File: config.mk
export PLATFORM = sky130hd
export DESIGN_NAME = ulm_uart
export DESIGN_NICKNAME = d
export VERILOG_FILES = /design/src/hw/ulm_pkg.sv /design/src/hw/ulm_uart.sv
export SDC_FILE = /design/constraint.sdc
export NUM_CORES = 1
export LEC_CHECK = 0
export BUFFER_PORTS_ARGS = -buffer_cell sky130_fd_sc_hd__buf_4
export CORE_UTILIZATION = 56
export DETAILED_ROUTE_END_ITERATION = 12
export PLACE_DENSITY = 0.78
export SLEW_MARGIN = 20
export SYNTH_ARGS = -nofsm -noshare
export SYNTH_HDL_FRONTEND = slang
export SYNTH_SLANG_ARGS = --single-unit
File: constraint.sdc
create_clock -name clk_sys -period 4.5 [get_ports clk_sys]
set_input_delay 0.9 -clock clk_sys [delete_from_list [all_inputs] [get_ports clk_sys]]
set_output_delay 0.9 -clock clk_sys [all_outputs]
set_load 0.005 [all_outputs]
File: src/hw/ulm_pkg.sv
// constants and types for the uart line and modem status block
// assumes a single 100 MHz system clock and an apb register bus
package ulm_pkg;
  // apb byte offsets, one aligned word each
  localparam logic [7:0] OFF_DATA = 8'h00;
  localparam logic [7:0] OFF_IER = 8'h04;
  localparam logic [7:0] OFF_ISR = 8'h08;
  localparam logic [7:0] OFF_LCR = 8'h0C;
  localparam logic [7:0] OFF_MCR = 8'h10;
  localparam logic [7:0] OFF_LSR = 8'h14;
  localparam logic [7:0] OFF_MSR = 8'h18;
  // reset values
  localparam logic [7:0] LCR_RST = 8'h00;
  localparam logic [7:0] MCR_RST = 8'h00;
  localparam logic [7:0] IER_RST = 8'h00;
  localparam logic [7:0] DIV_RST = 8'h00;
  // modem control bit positions
  localparam int MCR_DTR = 0;
  localparam int MCR_RTS = 1;
  localparam int MCR_OUT1 = 2;
  localparam int MCR_OUT2 = 3;
  localparam int MCR_LOOP = 4;
  // interrupt enable bit positions
  localparam int IER_RX = 0;
  localparam int IER_TX = 1;
  localparam int IER_LS = 2;
  localparam int IER_MS = 3;
  // fifo control bit positions (write to the isr offset)
  localparam int FCR_EN = 0;
  localparam int FCR_RXRST = 1;
  localparam int FCR_TXRST = 2;
  // modem status positions
  localparam int MS_CTS = 0;
  localparam int MS_DSR = 1;
  localparam int MS_RI = 2;
  localparam int MS_CD = 3;
  // interrupt identification codes
  localparam logic [3:0] ISR_NONE = 4'h1;
  localparam logic [3:0] ISR_LS = 4'h6;
  localparam logic [3:0] ISR_RX = 4'h4;
  localparam logic [3:0] ISR_TX = 4'h2;
  localparam logic [3:0] ISR_MS = 4'h0;
  // 16x oversampling
  localparam logic [3:0] OVS_MID = 4'h7;
  localparam logic [3:0] OVS_LAST = 4'hF;
  localparam logic [2:0] WLEN_BASE = 3'h4;
  localparam logic [2:0] IDX_TOP = 3'h7;

  typedef struct packed {
    logic dlab;
    logic brk;
    logic force_par;
    logic even;
    logic par_en;
    logic stop2;
    logic [1:0] wlen;
  } ulm_lcr_t;

  typedef struct packed {
    logic brk;
    logic fe;
    logic pe;
    logic [7:0] data;
  } ulm_rx_ent_t;
endpackage

File: src/hw/ulm_uart.sv
// one uart channel: line format, parity, break, loopback, line and modem status
// assumes apb master on clk_sys; serial and modem inputs synchronous to clk_sys
// Operation
// - parity enable adds and checks parity bit
// - type bit: zero odd, one even
// - forced parity: mark if type zero, else space
// - break bit holds transmit output low outside loopback
// - divisor access bit selects divisor latches
// - dtr and rts pins drive inverted bits outside loopback
// - control bit two feeds ring path in loopback
// - interrupt pin enabled by select pin or bit
// - control bit four enables internal loopback
// - data ready while any character held
// - overrun flags, fifo contents left intact
// - overrun interrupts at once, tags at head
// - parity tag belongs to head character
// - framing tag belongs to head character
// - break stored once, held until line high
// - holding empty tracks transmit fifo empty
// - idle only when fifo and shifter empty
// - fifo error while any stored tag set
// - cts dsr cd deltas raise modem interrupt
// - ring delta only on ring input rising
// - cts high halts transmitter after character
// - status reads clear their pending interrupts
// - loopback status mirrors control bits
module ulm_uart #(
  parameter int RX_DEPTH = 16,
  parameter int TX_DEPTH = 16
) (
  // clock and reset
  input wire logic clk_sys,
  input wire logic sys_rst,
  // apb slave
  input wire logic psel,
  input wire logic penable,
  input wire logic pwrite,
  input wire logic [7:0] paddr,
  input wire logic [31:0] pwdata,
  output logic [31:0] prdata,
  output logic pready,
  output logic pslverr,
  // serial line
  input wire logic rx_in,
  output logic tx_out,
  // modem
  input wire logic cts_n,
  input wire logic dsr_n,
  input wire logic ri_n,
  input wire logic cd_n,
  output logic dtr_n,
  output logic rts_n,
  // interrupt pin
  input wire logic interrupt_drive_select,
  output logic irq,
  output logic irq_oe
);
  localparam int RPW = $clog2(RX_DEPTH);
  localparam int TPW = $clog2(TX_DEPTH);
  typedef enum logic [2:0] {TX_IDLE, TX_START, TX_DATA, TX_PAR, TX_STOP} ulm_tx_st_t;
  typedef enum logic [2:0] {RX_IDLE, RX_START, RX_DATA, RX_PAR, RX_STOP, RX_BRK} ulm_rx_st_t;

  function automatic logic [7:0] len_mask(input logic [1:0] wlen);
    len_mask = 8'hFF >> (3'h3 - {1'b0, wlen});
  endfunction

  // parity bit for a character under the current format
  function automatic logic par_bit(input logic [7:0] d, input ulm_pkg::ulm_lcr_t l);
    par_bit = l.force_par ? ~l.even : ((^(d & len_mask(l.wlen))) ^ ~l.even);
  endfunction

  ulm_pkg::ulm_lcr_t lcr_reg;
  logic [7:0] mcr_reg, ier_reg, divisor_low_reg, divisor_high_reg;
  logic fifo_en_reg, pready_reg, pslverr_reg, irq_reg, irq_oe_reg;
  logic [31:0] prdata_reg;
  logic tx_out_reg, dtr_n_reg, rts_n_reg;
  logic [15:0] baud_cnt_reg;
  logic tick_reg;

  // bus decode
  wire acc = psel & penable;
  wire done = acc & pready_reg;
  wire wr = done & pwrite;
  wire rd = done & ~pwrite;
  wire [7:0] wdat = pwdata[7:0];
  wire sel_data = paddr == ulm_pkg::OFF_DATA;
  wire sel_ier = paddr == ulm_pkg::OFF_IER;
  wire sel_isr = paddr == ulm_pkg::OFF_ISR;
  wire sel_lcr = paddr == ulm_pkg::OFF_LCR;
  wire sel_mcr = paddr == ulm_pkg::OFF_MCR;
  wire sel_lsr = paddr == ulm_pkg::OFF_LSR;
  wire sel_msr = paddr == ulm_pkg::OFF_MSR;
  wire mapped = sel_data | sel_ier | sel_isr | sel_lcr | sel_mcr | sel_lsr | sel_msr;
  wire dlab = lcr_reg.dlab;
  wire loop = mcr_reg[ulm_pkg::MCR_LOOP];
  wire wr_div_lo = wr & sel_data & dlab;
  wire wr_div_hi = wr & sel_ier & dlab;
  wire wr_ier = wr & sel_ier & ~dlab;

  // loopback modem paths
  wire aux_output_one_n = ~mcr_reg[ulm_pkg::MCR_OUT1];
  wire aux_output_two_n = ~mcr_reg[ulm_pkg::MCR_OUT2];
  wire cts_stat = loop ? mcr_reg[ulm_pkg::MCR_RTS] : ~cts_n;
  wire dsr_stat = loop ? mcr_reg[ulm_pkg::MCR_DTR] : ~dsr_n;
  wire ri_stat = loop ? ~aux_output_one_n : ~ri_n;
  wire cd_stat = loop ? ~aux_output_two_n : ~cd_n;
  wire [3:0] ms_stat = {cd_stat, ri_stat, dsr_stat, cts_stat};

  // baud tick at 16x bit rate
  wire [15:0] divisor = {divisor_high_reg, divisor_low_reg};
  wire tick_next = (divisor != 16'h0000) && (baud_cnt_reg == divisor - 16'h0001);

  // transmit fifo
  logic [7:0] tx_mem [TX_DEPTH];
  logic [TPW-1:0] tx_wp_reg, tx_rp_reg;
  logic [TPW:0] tx_cnt_reg;
  ulm_tx_st_t tx_st_reg;
  logic [3:0] tx_sub_reg;
  logic [2:0] tx_idx_reg;
  logic [7:0] tx_shift_reg;
  logic tx_line_reg, tx_par_reg, tx_stopx_reg, thre_pend_reg;
  wire [TPW:0] tx_cap = fifo_en_reg ? (TPW+1)'(TX_DEPTH) : (TPW+1)'(1);
  wire tx_rst = wr & sel_isr & wdat[ulm_pkg::FCR_EN] & wdat[ulm_pkg::FCR_TXRST];
  wire tx_push = wr & sel_data & ~dlab & (tx_cnt_reg < tx_cap);
  wire tx_empty = tx_cnt_reg == '0;
  wire tx_pop = tick_reg & (tx_st_reg == TX_IDLE) & ~tx_empty & cts_stat;
  wire tx_bit_end = tick_reg & (tx_sub_reg == ulm_pkg::OVS_LAST);
  wire [2:0] last_idx = ulm_pkg::WLEN_BASE + {1'b0, lcr_reg.wlen};
  wire temt = tx_empty & (tx_st_reg == TX_IDLE);
  wire tx_serial = lcr_reg.brk ? 1'b0 : tx_line_reg;

  // receive fifo with per-character tags
  ulm_pkg::ulm_rx_ent_t rx_mem [RX_DEPTH];
  logic [RPW-1:0] rx_wp_reg, rx_rp_reg;
  logic [RPW:0] rx_cnt_reg, rx_err_cnt_reg;
  ulm_rx_st_t rx_st_reg;
  logic [3:0] rx_sub_reg;
  logic [2:0] rx_idx_reg;
  logic [7:0] rx_shift_reg;
  logic rx_pe_reg, rx_low_reg, overrun_reg, ls_ack_reg;
  wire [RPW:0] rx_cap = fifo_en_reg ? (RPW+1)'(RX_DEPTH) : (RPW+1)'(1);
  wire rx_src = loop ? tx_serial : rx_in;
  wire rx_bit_end = tick_reg & (rx_sub_reg == ulm_pkg::OVS_LAST);
  wire rx_done = rx_bit_end & (rx_st_reg == RX_STOP);
  wire rx_full = rx_cnt_reg >= rx_cap;
  wire rx_push = rx_done & ~rx_full;
  wire ovr_evt = rx_done & rx_full;
  wire [7:0] rx_data = rx_shift_reg >> (ulm_pkg::IDX_TOP - last_idx);
  wire [7:0] rx_next_shift = {rx_src, rx_shift_reg[7:1]};
  wire rx_brk = rx_low_reg & ~rx_src;
  ulm_pkg::ulm_rx_ent_t rx_ent;
  assign rx_ent = '{brk: rx_brk, fe: ~rx_src, pe: rx_pe_reg, data: rx_data};
  wire rx_rst = wr & sel_isr & wdat[ulm_pkg::FCR_EN] & wdat[ulm_pkg::FCR_RXRST];
  wire dready = rx_cnt_reg != '0;
  wire rx_pop = rd & sel_data & ~dlab & dready;
  ulm_pkg::ulm_rx_ent_t head;
  assign head = dready ? rx_mem[rx_rp_reg] : '0;
  wire head_err = head.brk | head.fe | head.pe;
  wire push_err = rx_ent.brk | rx_ent.fe | rx_ent.pe;
  wire pop_err = rx_pop & head_err;

  // status words
  logic [3:0] ms_prev_reg, ms_delta_reg;
  logic ms_init_reg;
  wire [7:0] line_status = {rx_err_cnt_reg != '0, temt, tx_empty, head.brk, head.fe, head.pe, overrun_reg, dready};
  wire [7:0] modem_status = {ms_stat, ms_delta_reg};
  wire [3:0] ms_set = ms_init_reg ? {ms_stat[3] ^ ms_prev_reg[3], ms_prev_reg[2] & ~ms_stat[2],
    ms_stat[1:0] ^ ms_prev_reg[1:0]} : 4'h0;
  wire [3:0] ms_clr = (rd & sel_msr) ? prdata_reg[3:0] : 4'h0;

  // interrupt sources in priority order
  wire ls_pend = ier_reg[ulm_pkg::IER_LS] & (overrun_reg | (head_err & ~ls_ack_reg));
  wire rx_pend = ier_reg[ulm_pkg::IER_RX] & dready;
  wire tx_pend = ier_reg[ulm_pkg::IER_TX] & thre_pend_reg;
  wire ms_pend = ier_reg[ulm_pkg::IER_MS] & (ms_delta_reg != 4'h0);
  wire [3:0] isr_id = ls_pend ? ulm_pkg::ISR_LS : rx_pend ? ulm_pkg::ISR_RX :
    tx_pend ? ulm_pkg::ISR_TX : ms_pend ? ulm_pkg::ISR_MS : ulm_pkg::ISR_NONE;
  wire thre_set = (tx_pop & (tx_cnt_reg == (TPW+1)'(1))) | (wr_ier & wdat[ulm_pkg::IER_TX] & tx_empty);
  wire thre_clr = (rd & sel_isr & (prdata_reg[3:0] == ulm_pkg::ISR_TX)) | tx_push;

  wire [7:0] rdata = sel_data ? (dlab ? divisor_low_reg : head.data) :
    sel_ier ? (dlab ? divisor_high_reg : ier_reg) :
    sel_isr ? {fifo_en_reg, fifo_en_reg, 2'b00, isr_id} :
    sel_lcr ? lcr_reg : sel_mcr ? mcr_reg : sel_lsr ? line_status : sel_msr ? modem_status : 8'h00;

  // registers and bus answer
  always_ff @(posedge clk_sys or posedge sys_rst) begin
    if (sys_rst) begin
      lcr_reg <= ulm_pkg::LCR_RST;
      mcr_reg <= ulm_pkg::MCR_RST;
      ier_reg <= ulm_pkg::IER_RST;
      divisor_low_reg <= ulm_pkg::DIV_RST;
      divisor_high_reg <= ulm_pkg::DIV_RST;
      fifo_en_reg <= 1'b0;
      pready_reg <= 1'b0;
      pslverr_reg <= 1'b0;
      prdata_reg <= 32'h0000_0000;
      baud_cnt_reg <= 16'h0000;
      tick_reg <= 1'b0;
    end else begin
      if (wr & sel_lcr) lcr_reg <= wdat;
      if (wr & sel_mcr) mcr_reg <= wdat & 8'h1F;
      if (wr_ier) ier_reg <= wdat & 8'h0F;
      if (wr_div_lo) divisor_low_reg <= wdat;
      if (wr_div_hi) divisor_high_reg <= wdat;
      if (wr & sel_isr) fifo_en_reg <= wdat[ulm_pkg::FCR_EN];
      pready_reg <= acc & ~pready_reg;
      pslverr_reg <= acc & ~pready_reg & ~mapped;
      if (acc & ~pready_reg & ~pwrite) prdata_reg <= {24'h000000, rdata};
      baud_cnt_reg <= (tick_next | (divisor == 16'h0000)) ? 16'h0000 : baud_cnt_reg + 16'h0001;
      tick_reg <= tick_next;
    end
  end

  // pins
  always_ff @(posedge clk_sys or posedge sys_rst) begin
    if (sys_rst) begin
      tx_out_reg <= 1'b1;
      dtr_n_reg <= 1'b1;
      rts_n_reg <= 1'b1;
      irq_reg <= 1'b0;
      irq_oe_reg <= 1'b0;
    end else begin
      tx_out_reg <= loop | tx_serial;
      dtr_n_reg <= loop | ~mcr_reg[ulm_pkg::MCR_DTR];
      rts_n_reg <= loop | ~mcr_reg[ulm_pkg::MCR_RTS];
      irq_reg <= isr_id != ulm_pkg::ISR_NONE;
      irq_oe_reg <= interrupt_drive_select | mcr_reg[ulm_pkg::MCR_OUT2];
    end
  end

  // transmit fifo and shifter
  always_ff @(posedge clk_sys) begin
    if (tx_push) tx_mem[tx_wp_reg] <= wdat;
  end

  always_ff @(posedge clk_sys or posedge sys_rst) begin
    if (sys_rst) begin
      tx_wp_reg <= '0;
      tx_rp_reg <= '0;
      tx_cnt_reg <= '0;
      tx_st_reg <= TX_IDLE;
      tx_sub_reg <= 4'h0;
      tx_idx_reg <= 3'h0;
      tx_shift_reg <= 8'h00;
      tx_line_reg <= 1'b1;
      tx_par_reg <= 1'b0;
      tx_stopx_reg <= 1'b0;
      thre_pend_reg <= 1'b0;
    end else begin
      thre_pend_reg <= thre_set | (thre_pend_reg & ~thre_clr);
      if (tx_rst) begin
        tx_wp_reg <= '0;
        tx_rp_reg <= '0;
        tx_cnt_reg <= '0;
      end else begin
        if (tx_push) tx_wp_reg <= (tx_wp_reg == TPW'(TX_DEPTH - 1)) ? '0 : tx_wp_reg + TPW'(1);
        if (tx_pop) tx_rp_reg <= (tx_rp_reg == TPW'(TX_DEPTH - 1)) ? '0 : tx_rp_reg + TPW'(1);
        tx_cnt_reg <= tx_cnt_reg + (TPW+1)'(tx_push) - (TPW+1)'(tx_pop);
      end
      if (tick_reg) tx_sub_reg <= (tx_st_reg == TX_IDLE) ? 4'h0 : tx_sub_reg + 4'h1;
      case (tx_st_reg)
        TX_IDLE: if (tx_pop) begin
          tx_shift_reg <= tx_mem[tx_rp_reg];
          tx_par_reg <= par_bit(tx_mem[tx_rp_reg], lcr_reg);
          tx_line_reg <= 1'b0;
          tx_st_reg <= TX_START;
        end
        TX_START: if (tx_bit_end) begin
          tx_line_reg <= tx_shift_reg[0];
          tx_idx_reg <= 3'h0;
          tx_st_reg <= TX_DATA;
        end
        TX_DATA: if (tx_bit_end) begin
          tx_shift_reg <= tx_shift_reg >> 1;
          if (tx_idx_reg == last_idx) begin
            tx_line_reg <= lcr_reg.par_en ? tx_par_reg : 1'b1;
            tx_stopx_reg <= lcr_reg.stop2;
            tx_st_reg <= lcr_reg.par_en ? TX_PAR : TX_STOP;
          end else begin
            tx_line_reg <= tx_shift_reg[1];
            tx_idx_reg <= tx_idx_reg + 3'h1;
          end
        end
        TX_PAR: if (tx_bit_end) begin
          tx_line_reg <= 1'b1;
          tx_st_reg <= TX_STOP;
        end
        TX_STOP: if (tx_bit_end) begin
          tx_stopx_reg <= 1'b0;
          if (!tx_stopx_reg) tx_st_reg <= TX_IDLE;
        end
        default: tx_st_reg <= TX_IDLE;
      endcase
    end
  end

  // receive fifo and shifter
  always_ff @(posedge clk_sys) begin
    if (rx_push) rx_mem[rx_wp_reg] <= rx_ent;
  end

  always_ff @(posedge clk_sys or posedge sys_rst) begin
    if (sys_rst) begin
      rx_wp_reg <= '0;
      rx_rp_reg <= '0;
      rx_cnt_reg <= '0;
      rx_err_cnt_reg <= '0;
      rx_st_reg <= RX_IDLE;
      rx_sub_reg <= 4'h0;
      rx_idx_reg <= 3'h0;
      rx_shift_reg <= 8'h00;
      rx_pe_reg <= 1'b0;
      rx_low_reg <= 1'b0;
      overrun_reg <= 1'b0;
      ls_ack_reg <= 1'b0;
    end else begin
      overrun_reg <= ovr_evt | (overrun_reg & ~(rd & sel_lsr & prdata_reg[1]));
      ls_ack_reg <= (rd & sel_lsr) | (ls_ack_reg & ~rx_pop);
      if (rx_rst) begin
        rx_wp_reg <= '0;
        rx_rp_reg <= '0;
        rx_cnt_reg <= '0;
        rx_err_cnt_reg <= '0;
      end else begin
        if (rx_push) rx_wp_reg <= (rx_wp_reg == RPW'(RX_DEPTH - 1)) ? '0 : rx_wp_reg + RPW'(1);
        if (rx_pop) rx_rp_reg <= (rx_rp_reg == RPW'(RX_DEPTH - 1)) ? '0 : rx_rp_reg + RPW'(1);
        rx_cnt_reg <= rx_cnt_reg + (RPW+1)'(rx_push) - (RPW+1)'(rx_pop);
        rx_err_cnt_reg <= rx_err_cnt_reg + (RPW+1)'(rx_push & push_err) - (RPW+1)'(pop_err);
      end
      if (tick_reg) rx_sub_reg <= rx_sub_reg + 4'h1;
      case (rx_st_reg)
        RX_IDLE: if (tick_reg & ~rx_src) begin
          rx_sub_reg <= 4'h0;
          rx_st_reg <= RX_START;
        end
        RX_START: if (tick_reg && rx_sub_reg == ulm_pkg::OVS_MID) begin
          rx_sub_reg <= 4'h0;
          rx_idx_reg <= 3'h0;
          rx_low_reg <= 1'b1;
          rx_pe_reg <= 1'b0;
          rx_st_reg <= rx_src ? RX_IDLE : RX_DATA;
        end
        RX_DATA: if (rx_bit_end) begin
          rx_shift_reg <= rx_next_shift;
          rx_low_reg <= rx_low_reg & ~rx_src;
          if (rx_idx_reg == last_idx) rx_st_reg <= lcr_reg.par_en ? RX_PAR : RX_STOP;
          else rx_idx_reg <= rx_idx_reg + 3'h1;
        end
        RX_PAR: if (rx_bit_end) begin
          rx_pe_reg <= rx_src != par_bit(rx_data, lcr_reg);
          rx_low_reg <= rx_low_reg & ~rx_src;
          rx_st_reg <= RX_STOP;
        end
        // a low stop bit waits for the line to go high, so its tail is not taken as a start
        RX_STOP: if (rx_bit_end) rx_st_reg <= rx_src ? RX_IDLE : RX_BRK;
        RX_BRK: if (rx_src) rx_st_reg <= RX_IDLE;
        default: rx_st_reg <= RX_IDLE;
      endcase
    end
  end

  // modem status deltas; set wins over the read clear
  always_ff @(posedge clk_sys or posedge sys_rst) begin
    if (sys_rst) begin
      ms_prev_reg <= 4'h0;
      ms_delta_reg <= 4'h0;
      ms_init_reg <= 1'b0;
    end else begin
      ms_init_reg <= 1'b1;
      ms_prev_reg <= ms_stat;
      ms_delta_reg <= (ms_delta_reg & ~ms_clr) | ms_set;
    end
  end

  assign prdata = prdata_reg;
  assign pready = pready_reg;
  assign pslverr = pslverr_reg;
  assign tx_out = tx_out_reg;
  assign dtr_n = dtr_n_reg;
  assign rts_n = rts_n_reg;
  assign irq = irq_reg;
  assign irq_oe = irq_oe_reg;
endmodule

# Yosys cells after proc, flatten, opt, wreduce, memory -nomap -nowiden
# Memory sizes are Yosys's and may differ from the RTL's.
# Index checks and enable logic that the tools add are counted.
[classes]
add_sub_neg = 19
mul = 0
div = 0
magnitude_cmp = 2
eq_ne = 46
n_shift = 2
muxes = 97
n_bitwise = 102
n_reduce_logical = 36
[op_table]
columns = ["op", "n"]
rows = [
  ["$mux W8", 11],
  ["$mux W3", 24],
  ["$mux W4", 18],
  ["$and A1 B1 Y1", 53],
  ["$ne A2 B2 Y1 const B", 16],
  ["$mux W1", 26],
  ["$add A4 B1 Y4 const B", 6],
  ["$eq A4 B4 Y1 const B", 6],
  ["$eq A8 B5 Y1 const B", 3],
  ["$or A1 B1 Y1", 21],
  ["$mux W5", 4],
  ["$reduce_bool A2 Y1", 10],
  ["$not A1 Y1", 19],
  ["$pmux W3 S6", 1],
  ["$add A16 B1 Y16 const B", 1],
  ["$and A8 B8 Y8", 2],
  ["$eq A16 B16 Y1", 1],
  ["$eq A8 B4 Y1 const B", 2],
  ["$logic_not A16 Y1", 1],
  ["$mux W16", 1],
  ["$pmux W8 S2", 1],
  ["$reduce_bool A16 Y1", 1],
  ["$reduce_xor A8 Y1", 2],
  ["$sub A16 B1 Y16 const B", 1],
  ["45 further kinds", 73],
]
[totals]
ff_bits = 150
latchBits = 0
ramBits = 304
romBits = 0
input_bits = 51
output_inout_bits = 39
word_cells = 354
memories = 2
[memory_table]
columns = ["name", "depth", "word_bits", "read_ports", "rd_ports_with_merged_regs", "write_ports", "line", "source"]
rows = [
  ["rx_mem", 16, 11, 1, 0, 1, "ulm_uart.sv:133", "ulm_pkg::ulm_rx_ent_t rx_mem [RX_DEPTH];"],
  ["tx_mem", 16, 8, 1, 0, 1, "ulm_uart.sv:114", "logic [7:0] tx_mem [TX_DEPTH];"],
]

# Longest topological paths before layout
[depth]
ltp_word = 11
ltp_mapped = 18

# Worst setup path after synthesis
# No wires, ideal clock.
[synth_timing]
path_type = "input-to-reg"
startpoint = "in paddr[1]"
endpoint = "reg tx_cnt_reg[4]"
setup_time_ps = 132
arrival_ps = 3911
t_required_ps = 4368
slack_ps = 457
stages = 16
cell_sequence = "nor3_1 > nand2_1 > nor2_1 > nand2_1 > a2111o_1 > nor2_1 > inv_1 > ha_1 > inv_1 > ha_1 > fa_1 > a21oi_1 > nor2_1 > nor2_1 > xnor2_1 > nor2_1"
[synth_between]
elab_chain_len = 7
word_cells_on_any_way = 11
[synth_rtl]
columns = ["item", "line", "source"]
rows = [
  ["start, declared", "ulm_uart.sv:38", "input wire logic [7:0] paddr,"],
  ["$logic_not A8 Y1", "ulm_uart.sv:86", "wire sel_data = paddr == ulm_pkg::OFF_DATA;"],
  ["$and A1 B1 Y1 (3 in a row)", "ulm_uart.sv:124", "wire tx_push = wr & sel_data & ~dlab & (tx_cnt_reg < tx_cap);"],
  ["$add A5 B1 Y5", "ulm_uart.sv:259", "tx_cnt_reg <= tx_cnt_reg + (TPW+1)'(tx_push) - (TPW+1)'(tx_pop);"],
  ["$sub A5 B1 Y5", "ulm_uart.sv:259", ""],
  ["$mux W5 *", "ulm_uart.sv:252", "if (tx_rst) begin"],
  ["end signal, assigned", "ulm_uart.sv:259", ""],
  ["end, declared", "ulm_uart.sv:116", "logic [TPW:0] tx_cnt_reg;"],
]
# Mark *: on every way between the ends. The rest lies on a longest branch, timed or not.
# A chain may end at the register's enable or synchronous reset.

# Final worst setup path
[layout_timing]
startpoint = "reg rx_rp_reg[1]"
endpoint = "reg rx_err_cnt_reg[4]"
[layout_between]
elab_chain_len = 7
[layout_rtl]
columns = ["item", "line", "source"]
rows = [
  ["start, declared", "ulm_uart.sv:134", "logic [RPW-1:0] rx_wp_reg, rx_rp_reg;"],
  ["start signal, assigned", "ulm_uart.sv:327", "if (rx_pop) rx_rp_reg <= (rx_rp_reg == RPW'(RX_DEPTH - 1)) ? '0 : rx_rp_reg + RPW'(1);"],
  ["$mem_v2 Z16 W11 *", "--", ""],
  ["$mux W11 *", "ulm_uart.sv:157", "assign head = dready ? rx_mem[rx_rp_reg] : '0;"],
  ["$or A1 B1 Y1", "ulm_uart.sv:158", "wire head_err = head.brk | head.fe | head.pe;"],
  ["$or A1 B1 Y1 *", "ulm_uart.sv:158", ""],
  ["$and A1 B1 Y1 *", "ulm_uart.sv:160", "wire pop_err = rx_pop & head_err;"],
  ["$sub A5 B1 Y5 *", "ulm_uart.sv:329", "rx_err_cnt_reg <= rx_err_cnt_reg + (RPW+1)'(rx_push & push_err) - (RPW+1)'(pop_err);"],
  ["$mux W5 *", "ulm_uart.sv:320", "if (rx_rst) begin"],
  ["end signal, assigned", "ulm_uart.sv:329", ""],
  ["end, declared", "ulm_uart.sv:135", "logic [RPW:0] rx_cnt_reg, rx_err_cnt_reg;"],
]
# Marked as above.

==> results.py <==
metrics = {
    "detailed_routing": {
        "detail_route.first_pass.iterations": 9,
        "routed_wl_um": 46660,
        "vias": 12680,
        "drc_markers": 0,
        "ant_nets": 0,
        "routed_wire_length_per_instance_um": 22.67,
        "avgViaCountPerCell": 6.162,
        "detail_route.iter0.violations": 967,
    },
    "critical_path": {
        "critPathArrivalTime_ns": 4.11,
        "critical-path-max-stage-delay_ns": 0.87,
        "required_ns": 4.92,
        "r2r-end": "rx_err_cnt_reg[4]",
        "start_kind": "flop",
        "critical_path_cell_with_the_highest_stage_delay": "sky130_fd_sc_hd__dfrtp_1",
        "timing.critical_path.depth": 15,
        "ff2ff_path_depth": 15,
        "critical_path.reg2reg.startpoint": "rx_rp_reg[1]",
        "timing.setup.critical_path_class": "flop to flop",
        "path_delay_family": "adder cells",
        "cp_num_buf_inv": 3,
        "critical_path_cell_by_cell": "mux4_2 > nor2b_1 > a211oi_1 > a221oi_1 > ha_1 > inv_1 > ha_1 > inv_1 > fa_1 > inv_1 > a21oi_1 > nor2_1 > nor2_1 > xnor2_1 > nor2_1",
        "critPathMaxFanout": 14,
        "timing.reg2reg.setup_slack_ns": 0.81,
        "cp-end-kind": "flop",
    },
    "logic_synthesis": {
        "post_synthesis_average_cell_area_sq_um": 14.02,
        "post_synth_inst_count": 1489,
        "synthArstFlopShare": 0.3304,
        "post_synth_instance_area_sq_um": 20880,
        "synthesis.yosys.warnings": 0,
        "ys_dominant_reg_cell": "sky130_fd_sc_hd__edfxtp_1",
        "synth_cell_types": 75,
        "synth_seq_area_share": 0.6171,
        "ys_seq_elements": 454,
        "number_of_enable_type_register_cells_in_the_synthesized_netlist": 304,
    },
    "min_path": {
        "whs_endpoint": "irq_oe",
        "cell_depth_of_the_worst_hold_path": 1,
        "timing.hold.worst.class": "flop to flop",
        "worst_hold_startpoint": "mcr_reg[3]",
    },
    "clocking": {
        "cts_setup_buffers": 0,
        "worst_setup_hold_path_clk_slew_ns": 0.06,
        "holdBufCountCts": 0,
        "cts-root-buf": "sky130_fd_sc_hd__clkbuf_16",
        "clock_insertion_delay_worst_skew_ns": 0.58,
        "cts_tree": "yes",
        "clock_sinks": 454,
        "postCtsResizedCells": 0,
        "htree_num_levels": 2,
        "cts.path.max_buffers": 3,
        "numCtsBuffers": 45,
    },
    "flow_run": {
        "max_cap_violations": 0,
    },
    "timing": {
        "post-route-period-util": 0.8194,
        "rsz_0062_raised_after_global_routing": "false",
        "fin_worst_skew_ns": 0.02185,
        "max_slew.worst_pin.slew_ns": 1.103,
        "relSlewSlack": 0.2650,
        "timing_hold_violations_final": 0,
        "slew_violations": 0,
        "finalCriticalPeriod_ns": 3.687,
        "fmaxAchievable_mhz": 271.2,
        "report.final.setup_viol": 0,
        "finalSetupTns_ns": 0,
    },
    "placement": {
        "gp_congestion": 0.8677,
        "placedInstanceArea_sq_um": 21790,
        "io_buffers": 41,
        "hpwlAfterDp_um": 30290,
    },
    "power": {
        "cellPowerDensity_nw_per_um2": 414.1,
        "cellLeakagePower_nw": 8.445,
        "vdd_ir_drop_max_uv": 354.0,
    },
    "global_routing": {
        "grt_max_degree": 69,
        "grt_first_pass_wirelength_um": 72650,
        "grt-ovfl-total": 0,
        "track_usage": 0.2512,
        "antenna_found_initial": 0,
        "number_of_global_route_vias_before_repair": 12730,
    },
    "cells_and_area": {
        "fillers": 2559,
        "layout-drive-gt1-share": 0.1918,
        "stdcell_area_sq_um": 23260,
        "finish.net_count": 1648,
        "number_of_antenna_diodes": 0,
        "largest_register_ffs": 176,
        "area.growth.synth_to_final_pct": 11.37,
    },
    "floorplan": {
        "die_area_sq_um": 38070,
        "floorplan.initialDensity": 0.5704,
        "i_o_pin_count": 90,
        "die_h_um": 195.1,
        "die_w_um": 195.1,
        "core_region_area_sq_um": 36610,
        "fp-row-count": 70,
    },
    "status": {
        "outcome": "completed",
    },
}
-- cell families after synthesis --
group,after synthesis,share of synthesized area
AOI/OAI and AO/OA,218,0.06783
xor gates and xnor gates,75,0.03182
adders and majority gates,44,0.02744
buffers and inverters,158,0.03481
DFF,454,0.6171
muxes,164,0.1321
other,2,0.0003596
and+or+nand+nor,374,0.08850
-- cell type report --
cell class	count	area, sq um	area share
clock buffer	60	1232	0.05299
clock inverter	24	231.5	0.009953
inverter	58	221.5	0.009523
multi-input combinational	900	7377	0.3172
sequential	454	12890	0.5543
tap	468	585.6	0.02518
timing repair buffer	94	718.2	0.03088
-- placed cells by master (no fill, tap or decap), drive strengths merged, types with 38 or more instances in the layout --
cell type / count
nor2: 111
mux2: 38
mux4: 84
ha: 41
buf: 94
nand2: 83
a21oi: 51
inv: 58
edfxtp: 304
o21ai: 65
clkbuf: 60
dfrtp: 146
xnor2: 40
mux2i: 42
-- Yosys cell counts (all sizes together) (6+ instances only) --
cell type,n,area share
a31oi,9,0.0027
nand4,9,0.0027
buf,50,0.015
inv,57,0.010
clkbuf,50,0.0090
a21oi,51,0.012
edfxtp,304,0.44
dfrtp,146,0.17
or4,8,0.0031
o21ai,65,0.016
nor3,33,0.0081
nand2b,18,0.0054
a22oi,16,0.0058
xor2,35,0.015
a221oi,12,0.0056
a22o,7,0.0029
mux2i,42,0.020
nor2,111,0.020
a21o,7,0.0025
ha,41,0.025
mux2,38,0.020
nor4,11,0.0043
xnor2,40,0.017
and2,14,0.0042
nor2b,20,0.0060
o31ai,6,0.0022
and3,10,0.0030
nand2,83,0.015
mux4,84,0.091
nand3,34,0.0081
-- per-layer routing --
layer,GRT usage,vias to the layer above,routed length (um)
li1,-,5670,-
met3,0.03454,114,2762
met4,0.1053,0,1810
met1,0.3225,6407,18470
met2,0.4313,491,23620
met5,0,-,0
-- worst max-delay path by stage --
stage,from,endpoint,slack [ns]
floorplan,paddr[1],tx_cnt_reg[4],0.46
global placement,paddr[1],tx_cnt_reg[4],0.38
detailed placement,paddr[1],tx_cnt_reg[4],0.29
CTS,rx_rp_reg[1],rx_err_cnt_reg[4],0.80
global route,rx_rp_reg[1],rx_err_cnt_reg[4],0.48
finish,rx_rp_reg[1],rx_err_cnt_reg[4],0.81
-- stage by stage --
| stage | util | setup slack, ns | hold slack (ns) | total power [mW] | std cells |
|---|---|---|---|---|---|
| floorplan | - | 0.4570 | 0.3949 | 5.725 | 1512 |
| global placement | 0.5950 | 0.3793 | 0.4560 | 5.917 | 1974 |
| detailed placement | 0.5951 | 0.2941 | 0.4568 | 5.979 | 1974 |
| CTS | 0.6351 | 0.7983 | 0.4725 | 9.685 | 2058 |
| global route | 0.6352 | 0.4776 | 0.5065 | 10.02 | 2058 |
| finish | 0.6352 | 0.8129 | 0.4721 | 9.630 | 2058 |
-- power breakdown --
group | switching, mW | total (mW) | leakage, nW | internal [mW]
Sequential | 0.208 | 4.85 | 4.48 | 4.64
Combinational | 0.589 | 1.06 | 3.26 | 0.468
Clock | 1.61 | 3.73 | 0.705 | 2.12
Total | 2.41 | 9.63 | 8.44 | 7.22
Power figures use the tool's default switching activity.
